[src/medi_pkg.sv]
// ****************************************************************
// Metering engine data interface: shared constants and types
// ****************************************************************
package medi_pkg;

  // ****************************************************************
  // Timing
  // ****************************************************************
  localparam int unsigned CLK_HZ       = 250_000_000;     // System clock rate
  localparam int unsigned FE_CLK_HZ    = 32768;           // Front-end clock rate
  localparam int unsigned TICK_CYCLES  = CLK_HZ / FE_CLK_HZ; // Cycles per front-end tick
  localparam int          DIV_W        = 16;              // Tick divider width
  localparam logic [3:0]  FRAME_TICKS  = 4'hD;            // Ticks per mux frame
  localparam logic [3:0]  CONV_TICKS   = 4'hC;            // Ticks usable by slots
  // Ticks per slot for each filter length code 3..0
  localparam logic [3:0][3:0] SLOT_CYCLES = {4'h6, 4'h4, 4'h3, 4'h2};

  // ****************************************************************
  // Register byte addresses
  // ****************************************************************
  localparam logic [15:0] ADDR_MUX_FRAME  = 16'h2100;  // mux_frame_control
  localparam logic [15:0] ADDR_EQU_EN     = 16'h2106;  // equation_and_engine_enable
  localparam logic [15:0] ADDR_CNT_HI     = 16'h2107;  // accumulation_count_high
  localparam logic [15:0] ADDR_CNT_LO     = 16'h2108;  // accumulation_count_low
  localparam logic [15:0] ADDR_CODE_LOC   = 16'h2109;  // engine_code_location
  localparam logic [15:0] ADDR_DIFF_FIR   = 16'h210C;  // input_differential_filter_control
  localparam logic [15:0] ADDR_REMOTE     = 16'h2709;  // remote_sensor_control
  localparam logic [15:0] ADDR_IRQ_STAT   = 16'h2110;  // Sticky event status
  localparam logic [15:0] ADDR_IRQ_MASK   = 16'h2111;  // Event mask
  localparam logic [15:0] RAM_BYTES       = 16'h0040;  // Engine RAM byte span
  localparam int          RAM_WORDS       = 16;        // Engine RAM words

  // ****************************************************************
  // Field positions and reset values
  // ****************************************************************
  localparam int          POS_CONV   = 4;    // conversions_per_frame [7:4]
  localparam int          POS_EQU    = 5;    // meter_equation_select [7:5]
  localparam int          POS_EN     = 0;    // Engine enable bit
  localparam int          POS_FIR    = 1;    // filter_length_code [2:1]
  localparam int          POS_DIFFA  = 4;    // current_a_differential_enable
  localparam int          POS_DIFFB  = 5;    // current_b_differential_enable
  localparam int          POS_RMT    = 3;    // remote_sensor_enable
  localparam int          IRQ_PASS   = 0;    // Pass-complete event bit
  localparam int          IRQ_ACCUM  = 1;    // Accumulation-done event bit
  localparam logic [3:0]  CONV_RST   = 4'h3; // Default conversions per frame
  localparam logic [1:0]  FIR_RST    = 2'h1; // Default filter length code

  // ****************************************************************
  // Input slot handles
  // ****************************************************************
  localparam logic [3:0] H_IA0  = 4'h0;  // A current, positive or differential
  localparam logic [3:0] H_IA1  = 4'h1;  // A current, negative pin
  localparam logic [3:0] H_IB2  = 4'h2;  // B current, positive or differential
  localparam logic [3:0] H_IB3  = 4'h3;  // B current, negative pin
  localparam logic [3:0] H_VB   = 4'h9;  // B voltage
  localparam logic [3:0] H_VA   = 4'hA;  // A voltage
  localparam logic [3:0] H_NONE = 4'hF;  // No conversion in this slot

  // ****************************************************************
  // Equation element mapping
  // ****************************************************************
  typedef enum logic [2:0] {PROD_NONE, PROD_VA_IA, PROD_VA_IB, PROD_VA_IAMIB_HALF,
                            PROD_VB_IB} medi_prod_t;
  typedef enum logic [1:0] {CUR_NONE, CUR_IA, CUR_IB, CUR_IAMIB} medi_cur_t;

  typedef struct packed {
    medi_prod_t elem0;   // Product feeding the first energy sum
    medi_prod_t elem1;   // Product feeding the second energy sum
    medi_cur_t  isq0;    // Current for the first squared sum
    medi_cur_t  isq1;    // Current for the second squared sum
  } medi_map_t;

  // Register port request
  typedef struct packed {
    logic [15:0] addr;   // Byte address
    logic [7:0]  wdata;  // Write data
    logic        wr;     // Write strobe
    logic        rd;     // Read strobe
  } medi_req_t;

  // Front-end sample strobe
  typedef struct packed {
    logic [31:0] data;   // Two's complement sample
    logic        valid;  // Sample present
  } medi_smp_t;

  // Whole block state
  typedef struct packed {
    logic [RAM_WORDS-1:0][31:0] ram;  // Engine data words
    logic [7:0]  rdata;               // Read data
    logic [DIV_W-1:0] div_cnt;        // Tick divider
    logic [3:0]  frame_tick;          // Tick within frame
    logic [3:0]  slot_tick;           // Tick within slot
    logic [3:0]  slot_idx;            // Conversion slot within frame
    logic [3:0]  handle;              // Handle of slot in progress
    logic [12:0] samp_cnt;            // Samples in this interval
    logic        pass_pulse;          // Frame complete
    logic        accum_pulse;         // Interval complete
    medi_map_t   map;                 // Decoded equation mapping
    logic [3:0]  conv_per_frame;
    logic [2:0]  meter_equation_select;
    logic        eng_en;
    logic [12:0] acc_count;
    logic [5:0]  code_loc;
    logic        diffa;
    logic        diffb;
    logic [1:0]  filter_length_code;
    logic        rmt;
    logic [1:0]  irq_stat;
    logic [1:0]  irq_mask;
  } medi_state_t;

endpackage

[src/medi_engine_data_if.sv]
`timescale 1ns/1ps
module medi_engine_data_if #(
  parameter int unsigned TICK_DIV = medi_pkg::TICK_CYCLES  // Cycles per front-end tick
) (
  input  wire logic              clock_i,            // System clock
  input  wire logic              nrst_i,             // Synchronous reset, active low
  input  wire medi_pkg::medi_req_t reg_req_i,        // Register port request
  output logic [7:0]             reg_rdata_o,        // Read data, cycle after read
  input  wire medi_pkg::medi_smp_t afe_sample_i,     // Local converter result
  input  wire medi_pkg::medi_smp_t remote_sample_i,  // Remote sensor result
  output logic [3:0]             input_slot_handle_o,// Handle being converted
  output logic                   pass_done_o,        // Engine pass complete pulse
  output logic                   accum_done_o,       // Interval complete pulse
  output logic                   engine_enable_o,    // Engine running
  output logic [5:0]             engine_code_location_o, // Code location field
  output medi_pkg::medi_map_t    element_map_o,      // Equation element mapping
  output logic                   irq_o               // Level interrupt
);
  import medi_pkg::*;

  // ****************************************************************
  // State
  // ****************************************************************
  medi_state_t q;        // Registered state
  medi_state_t d;        // Next state
  logic        tick;     // One-cycle front-end tick enable
  logic        cpu_ram;  // Register access hits engine RAM
  logic [3:0]  cpu_word; // Engine word addressed by processor
  logic [4:0]  cpu_lane; // Bit offset of addressed byte
  logic [3:0]  cps;      // Ticks per slot
  logic        slot_end; // Conversion slot completes this tick
  logic        sample_wr;// Local sample stored this cycle
  logic [1:0]  events;   // Hardware events this cycle

  // Handle for slot k; absent inputs are skipped
  function automatic logic [3:0] slot_handle(input logic [3:0] k, input logic da,
                                             input logic db, input logic rm);
    logic [5:0][3:0] lst;
    logic [2:0]      n;
    lst = {6{H_NONE}};
    n   = 3'h0;
    lst[n] = H_IA0;
    n = n + 3'h1;
    if (!da) begin
      lst[n] = H_IA1;
      n = n + 3'h1;
    end
    lst[n] = H_VA;
    n = n + 3'h1;
    if (!rm) begin
      lst[n] = H_IB2;
      n = n + 3'h1;
      if (!db) begin
        lst[n] = H_IB3;
        n = n + 3'h1;
      end
    end
    lst[n] = H_VB;
    n = n + 3'h1;
    // Remote B currents take no handle; B voltage moves up into the next free slot
    return (k < {1'b0, n}) ? lst[k[2:0]] : H_NONE;
  endfunction

  // ****************************************************************
  // Address decode and timing helpers
  // ****************************************************************
  always_comb begin
    cpu_ram   = (reg_req_i.addr < RAM_BYTES);
    cpu_word  = reg_req_i.addr[5:2];
    // Big-endian: byte 0 is bits 31:24, byte 3 is bits 7:0
    cpu_lane  = {~reg_req_i.addr[1:0], 3'h0};
    tick      = (q.div_cnt == DIV_W'(TICK_DIV - 1));
    cps       = SLOT_CYCLES[q.filter_length_code];
    slot_end  = tick && q.eng_en && (q.frame_tick < CONV_TICKS) &&
                (q.slot_tick == cps - 4'h1);
    // Only slots within the configured count convert
    sample_wr = slot_end && (q.slot_idx < q.conv_per_frame) && (q.handle != H_NONE);
  end

  // ****************************************************************
  // Next-state logic
  // ****************************************************************
  always_comb begin
    d             = q;
    d.pass_pulse  = 1'b0;
    d.accum_pulse = 1'b0;
    d.rdata       = 8'h00;
    events        = 2'h0;

    // Front-end tick divider, free running
    d.div_cnt = tick ? '0 : q.div_cnt + DIV_W'(1);

    // Frame sequencing: 12 conversion ticks then one settle tick
    if (!q.eng_en) begin
      d.frame_tick = 4'h0;
      d.slot_tick  = 4'h0;
      d.slot_idx   = 4'h0;
      d.samp_cnt   = 13'h0000;
      d.handle     = slot_handle(4'h0, q.diffa, q.diffb, q.rmt);
    end else if (tick) begin
      if (q.frame_tick == FRAME_TICKS - 4'h1) begin
        // Settle tick closes the frame: one sample counted per frame
        d.frame_tick = 4'h0;
        d.slot_tick  = 4'h0;
        d.slot_idx   = 4'h0;
        d.handle     = slot_handle(4'h0, q.diffa, q.diffb, q.rmt);
        d.pass_pulse = 1'b1;
        events[IRQ_PASS] = 1'b1;
        // Interval spans exactly acc_count sample periods
        if ((q.acc_count != 13'h0000) && (q.samp_cnt + 13'h0001 >= q.acc_count)) begin
          d.samp_cnt        = 13'h0000;
          d.accum_pulse     = 1'b1;
          events[IRQ_ACCUM] = 1'b1;
        end else begin
          d.samp_cnt = q.samp_cnt + 13'h0001;
        end
      end else begin
        d.frame_tick = q.frame_tick + 4'h1;
        if (q.frame_tick < CONV_TICKS) begin
          if (slot_end) begin
            d.slot_tick = 4'h0;
            d.slot_idx  = q.slot_idx + 4'h1;
            d.handle    = slot_handle(q.slot_idx + 4'h1, q.diffa, q.diffb, q.rmt);
          end else begin
            d.slot_tick = q.slot_tick + 4'h1;
          end
        end
      end
    end

    // Processor register writes
    if (reg_req_i.wr) begin
      if (cpu_ram) begin
        d.ram[cpu_word][cpu_lane +: 8] = reg_req_i.wdata;
      end else begin
        unique case (reg_req_i.addr)
          ADDR_MUX_FRAME: d.conv_per_frame = reg_req_i.wdata[POS_CONV +: 4];
          ADDR_EQU_EN: begin
            d.meter_equation_select    = reg_req_i.wdata[POS_EQU +: 3];
            // Software must have loaded calibration before this
            d.eng_en = reg_req_i.wdata[POS_EN];
          end
          ADDR_CNT_HI:   d.acc_count[12:8] = reg_req_i.wdata[4:0];
          ADDR_CNT_LO:   d.acc_count[7:0]  = reg_req_i.wdata;
          ADDR_CODE_LOC: d.code_loc = reg_req_i.wdata[5:0];
          ADDR_DIFF_FIR: begin
            d.diffa   = reg_req_i.wdata[POS_DIFFA];
            d.diffb   = reg_req_i.wdata[POS_DIFFB];
            d.filter_length_code = reg_req_i.wdata[POS_FIR +: 2];
          end
          ADDR_REMOTE:   d.rmt = reg_req_i.wdata[POS_RMT];
          ADDR_IRQ_STAT: d.irq_stat = q.irq_stat & ~reg_req_i.wdata[1:0];
          ADDR_IRQ_MASK: d.irq_mask = reg_req_i.wdata[1:0];
          default: begin
            // Unmapped write is ignored
          end
        endcase
      end
    end

    // Hardware sample writes win over a processor byte write
    if (sample_wr) begin
      d.ram[q.handle] = afe_sample_i.data;
    end
    // Remote B result lands in word 2 only while the engine runs, word 3 left alone
    if (q.eng_en && q.rmt && remote_sample_i.valid) begin
      d.ram[H_IB2] = remote_sample_i.data;
    end

    // Sticky events: a set wins over a same-cycle clear
    d.irq_stat = d.irq_stat | events;

    // Register reads, answered the following cycle
    if (reg_req_i.rd) begin
      if (cpu_ram) begin
        d.rdata = q.ram[cpu_word][cpu_lane +: 8];
      end else begin
        unique case (reg_req_i.addr)
          ADDR_MUX_FRAME: d.rdata = {q.conv_per_frame, 4'h0};
          ADDR_EQU_EN:    d.rdata = {q.meter_equation_select, 4'h0, q.eng_en};
          ADDR_CNT_HI:    d.rdata = {3'h0, q.acc_count[12:8]};
          ADDR_CNT_LO:    d.rdata = q.acc_count[7:0];
          ADDR_CODE_LOC:  d.rdata = {2'h0, q.code_loc};
          ADDR_DIFF_FIR:  d.rdata = {2'h0, q.diffb, q.diffa, 1'b0, q.filter_length_code, 1'b0};
          ADDR_REMOTE:    d.rdata = {4'h0, q.rmt, 3'h0};
          ADDR_IRQ_STAT:  d.rdata = {6'h00, q.irq_stat};
          ADDR_IRQ_MASK:  d.rdata = {6'h00, q.irq_mask};
          default:        d.rdata = 8'h00;
        endcase
      end
    end

    // Equation element mapping
    unique case (q.meter_equation_select)
      3'h0: d.map = '{PROD_VA_IA, PROD_VA_IB, CUR_IA, CUR_NONE};
      3'h1: d.map = '{PROD_VA_IAMIB_HALF, PROD_NONE, CUR_IAMIB, CUR_IB};
      3'h2: d.map = '{PROD_VA_IA, PROD_VB_IB, CUR_IA, CUR_IB};
      default: d.map = '{PROD_NONE, PROD_NONE, CUR_NONE, CUR_NONE};
    endcase
  end

  // ****************************************************************
  // State register
  // ****************************************************************
  always_ff @(posedge clock_i) begin
    if (!nrst_i) begin
      q                <= '0;
      q.conv_per_frame <= CONV_RST;
      q.filter_length_code        <= FIR_RST;
      q.handle         <= H_IA0;
    end else begin
      q <= d;
    end
  end

  // ****************************************************************
  // Outputs
  // ****************************************************************
  assign reg_rdata_o            = q.rdata;
  assign input_slot_handle_o    = q.handle;
  assign pass_done_o            = q.pass_pulse;
  assign accum_done_o           = q.accum_pulse;
  assign engine_enable_o        = q.eng_en;
  assign engine_code_location_o = q.code_loc;
  assign element_map_o          = q.map;
  assign irq_o                  = |(q.irq_stat & q.irq_mask);

  logic [4:0]  ticks_since; // Ticks since last pass pulse
  logic        seen_pass;   // A pass pulse has occurred
  logic [12:0] frames_since;// Frames since last interval end
  always_ff @(posedge clock_i) begin
    if (!nrst_i || !q.eng_en) begin
      ticks_since  <= 5'h00;
      seen_pass    <= 1'b0;
      frames_since <= 13'h0000;
    end else begin
      if (q.pass_pulse) begin
        ticks_since <= {4'h0, tick};
        seen_pass   <= 1'b1;
      end else if (tick) begin
        ticks_since <= ticks_since + 5'h01;
      end
      if (q.accum_pulse) begin
        frames_since <= 13'h0000;
      end else if (q.pass_pulse) begin
        frames_since <= frames_since + 13'h0001;
      end
    end
  end
endmodule

[config.mk]
export PLATFORM = sky130hd
export DESIGN_NAME = medi_engine_data_if
export DESIGN_NICKNAME = d
export VERILOG_FILES = /design/src/medi_pkg.sv /design/src/medi_engine_data_if.sv
export SDC_FILE = /design/constraint.sdc
export NUM_CORES = 2
export LEC_CHECK = 0
export ABC_CLOCK_PERIOD_IN_PS = 4900
export BUFFER_PORTS_ARGS = -buffer_cell sky130_fd_sc_hd__buf_4
export CORE_MARGIN = 10
export CORE_UTILIZATION = 52
export DETAILED_ROUTE_END_ITERATION = 10
export PLACE_DENSITY = 0.69
export SLEW_MARGIN = 0
export SYNTH_ARGS = -nofsm -noshare
export SYNTH_HDL_FRONTEND = slang
export SYNTH_SLANG_ARGS = --single-unit
[constraint.sdc]
create_clock -name clock_i -period 4.9 [get_ports clock_i]
set_input_delay 0.49 -clock clock_i [delete_from_list [all_inputs] [get_ports clock_i]]
set_output_delay 0.49 -clock clock_i [all_outputs]
set_load 0.01 [all_outputs]
==> flow_summary.toml <==
[run_status]
outcome = "complete, no violations"

[clock_tree]
clock_sinks = 608
post_cts_buffers = 0
cts.path.max_buffers = 3
postCtsHoldBufs = 0
cts_buffers = 68
ctsRootBufferMaster = "clkbuf_16"
cts_resized = 0
htreeDepth = 3
path_clk_slew_ns = 0.06
clock_latency_ns = 0.63
cts_tree = "yes"

[global_routing]
grt-ovfl-total = 0
antenna_found_initial = 1
gr-usage-all-layers = 0.295
grt_start_max_net_pins = 148
grt_pass1_wl_um = 171000
grt_pass1_vias = 27500

[logic_synthesis]
synth.avg_cell_area_um2 = 9.13
yosysMostFrequentCell = "dfxtp_1"
synth_common_cells = "dfxtp_1 (608), nor2_1 (601), a211oi_1 (457), mux2i_1 (399), clkbuf_1 (314)"
ys_top_cells_by_area = "dfxtp_1 (37%), mux2i_1 (12%), a211oi_1 (10%)"
yosysUniqueCellTypes = 69
yosys_warnings = 0
synthCells = 3608
yosysTopAreaCell = "dfxtp_1"
ys_seq_area_frac = 0.370
ys.flop_type = "dfxtp_1"
synth-edff-count = 0
ys_async_sr_fraction = 0
synth_top_area_share = 0.370
synthesis.area_um2 = 32900
synth-seq-cells = 608

[timing]
finalMaxSlewViolations = 0
final.setup_skew_ns = 0.0339
max_freq_ghz = 0.293
finalSetupViolCount = 0
relSlewSlack = 0.252
fin_tns_setup_ns = 0
final.min_clock_period_ns = 3.41
worst_pin_slew_ns = 1.12
hold_viol = 0
period_share = 0.697
rsz0062_at_grt = "no"

[floorplanning]
core_um2 = 62900
chipWidth_um = 272
die_h_um = 272
dieArea_um2 = 73800
initial_core_util = 0.524
rows = 92
pin_count = 126

[worst_setup_path]
worstPathCellList = "buf_4 -> or4_1 -> or4_2 -> nor3_1 -> nand2_1 -> a221oi_1 -> a221o_1"
critPathArrivalTime_ns = 3.99
cp-start-kind = "input port"
crit_type = "in -> reg"
path_delay_family = "simple AND/OR/NAND/NOR gates"
cp_max_fo = 18
max_stage_delay_ns = 1.05
path_buf_inv = 1
required_ns = 5.47
end_kind = "flip-flop"
cpMaxStageDelayCell = "or4_2"

[layout]
n_fill_cell = 5492
area_growth_pct = 11.1
nets = 3640
drive_gt1_frac = 0.151

[routing]
wl_um = 114000
firstDrtPassIters = 6
drc = 0
vias = 29300
drtAntennaViolNets = 0
drt_iter0_drc = 3819
via_per_inst = 6.66
wl_per_cell_um = 25.9

[min_path]
worstHoldPathType = "in -> reg"

[place]
portBuffers = 121
place.gp.congestion = 0.928
place.detailed.hpwl_um = 69100

[power]
p_leak_nw = 13.9
vdd_drop_max_mv = 0.204
p_total_w = 0.0108
p_per_area_nw_per_um2 = 295

[flow_run]
drv_cap = 0
==> cells in the final DEF, fill, tap and decap left out, drive strengths merged, types with 14 or more instances in the layout <==
master,netlist,routed
inv,34,36
nand4,28,28
nor4,17,17
nand2,95,95
nor2b,15,15
mux2,37,37
a22oi,19,19
clkbuf,314,101
nand2b,14,14
mux2i,399,399
ha,42,42
nor3,171,171
o221ai,17,17
buf,78,216
dfxtp,608,608
o2111ai,14,14
xnor2,16,16
nor2,601,601
a21oi,198,198
o21ai,18,18
a211oi,459,459
and2,50,50
and3,15,15
a221o,35,35
mux4,120,120
nand3,74,74
==> registers in the layout, indices dropped and copies added, names as in the netlist <==
register,count
pass_done_o,1
element_map_o,5
engine_enable_o,1
accum_done_o,1
q,582
input_slot_handle_o,4
engine_code_location_o,6
reg_rdata_o,8
==> final cells by class <==
cell class	instances	area, µm²	area share
clock inverter	17	218	0.00595
sequential	608	12200	0.333
antenna	2	5.00	0.000137
inverter	34	135	0.00369
timing repair buffer	216	1700	0.0463
clock buffer	101	2000	0.0546
tap	846	1060	0.0289
multi-input combinational	2576	19300	0.528
==> metal layers <==
| layer | track usage | share of wire | routed length (µm) |
|---|---|---|---|
| met1 | 0.399 | 0.41 | 46400 |
| met2 | 0.449 | 0.44 | 49900 |
| met3 | 0.0675 | 0.11 | 12900 |
| met4 | 0.123 | 0.040 | 4600 |
| met5 | 0 | 0 | 0 |
==> where the power goes <==
| part | switching (W) | total (W) | internal [W] |
|---|---|---|---|
| Clock | 0.00214 | 0.00518 | 0.00304 |
| Sequential | 0.00000305 | 0.00495 | 0.00495 |
| Combinational | 0.000490 | 0.000660 | 0.000170 |
==> path summary, 6_finish.rpt <==
path / slack, ns / start / endpoint / depth (start not counted)
worst min register to register: 0.46 / q[20] / q[20] / 2
worst max-delay path: 1.49 / reg_req_i[24] / reg_rdata_o[1] / 7
worst min-delay path: 0.17 / remote_sample_i[5] / q[169] / 3
worst max register to register: 1.49 / q[5] / q[238] / 10
==> logic make-up after synthesis <==
family                     after synthesis  share of synthesized area
and+or+nand+nor                       1119                      0.159
AOI/OAI and AO/OA                      827                      0.178
DFF                                    608                      0.370
muxes                                  556                      0.216
buffers and inverters                  426                     0.0535
adders and majority gates               42                     0.0160
xor gates and xnor gates                29                    0.00771
other                                    1                   0.000114
==> per-stage QoR <==
stage                     setup slack (ns)  cell area [µm²]   util  instances  hold WS, ns
final                                 1.49            36600  0.582       4400        0.165
after global routing                  1.28            36600  0.582       4398        0.184
after CTS                             1.57            36600  0.582       4398        0.148
after detailed placement              1.05            34400  0.547       4280        0.450
after global placement                1.04            34400  0.547       4280        0.444
after floorplan                       1.73            32900      -       3610        0.436
==> worst min-delay path, cell delays in order <==
cell and delay [ns]:
buf_4 0.07, and2_1 0.10, a221o_1 0.09
No activity file was read; power rests on OpenSTA's default activity.
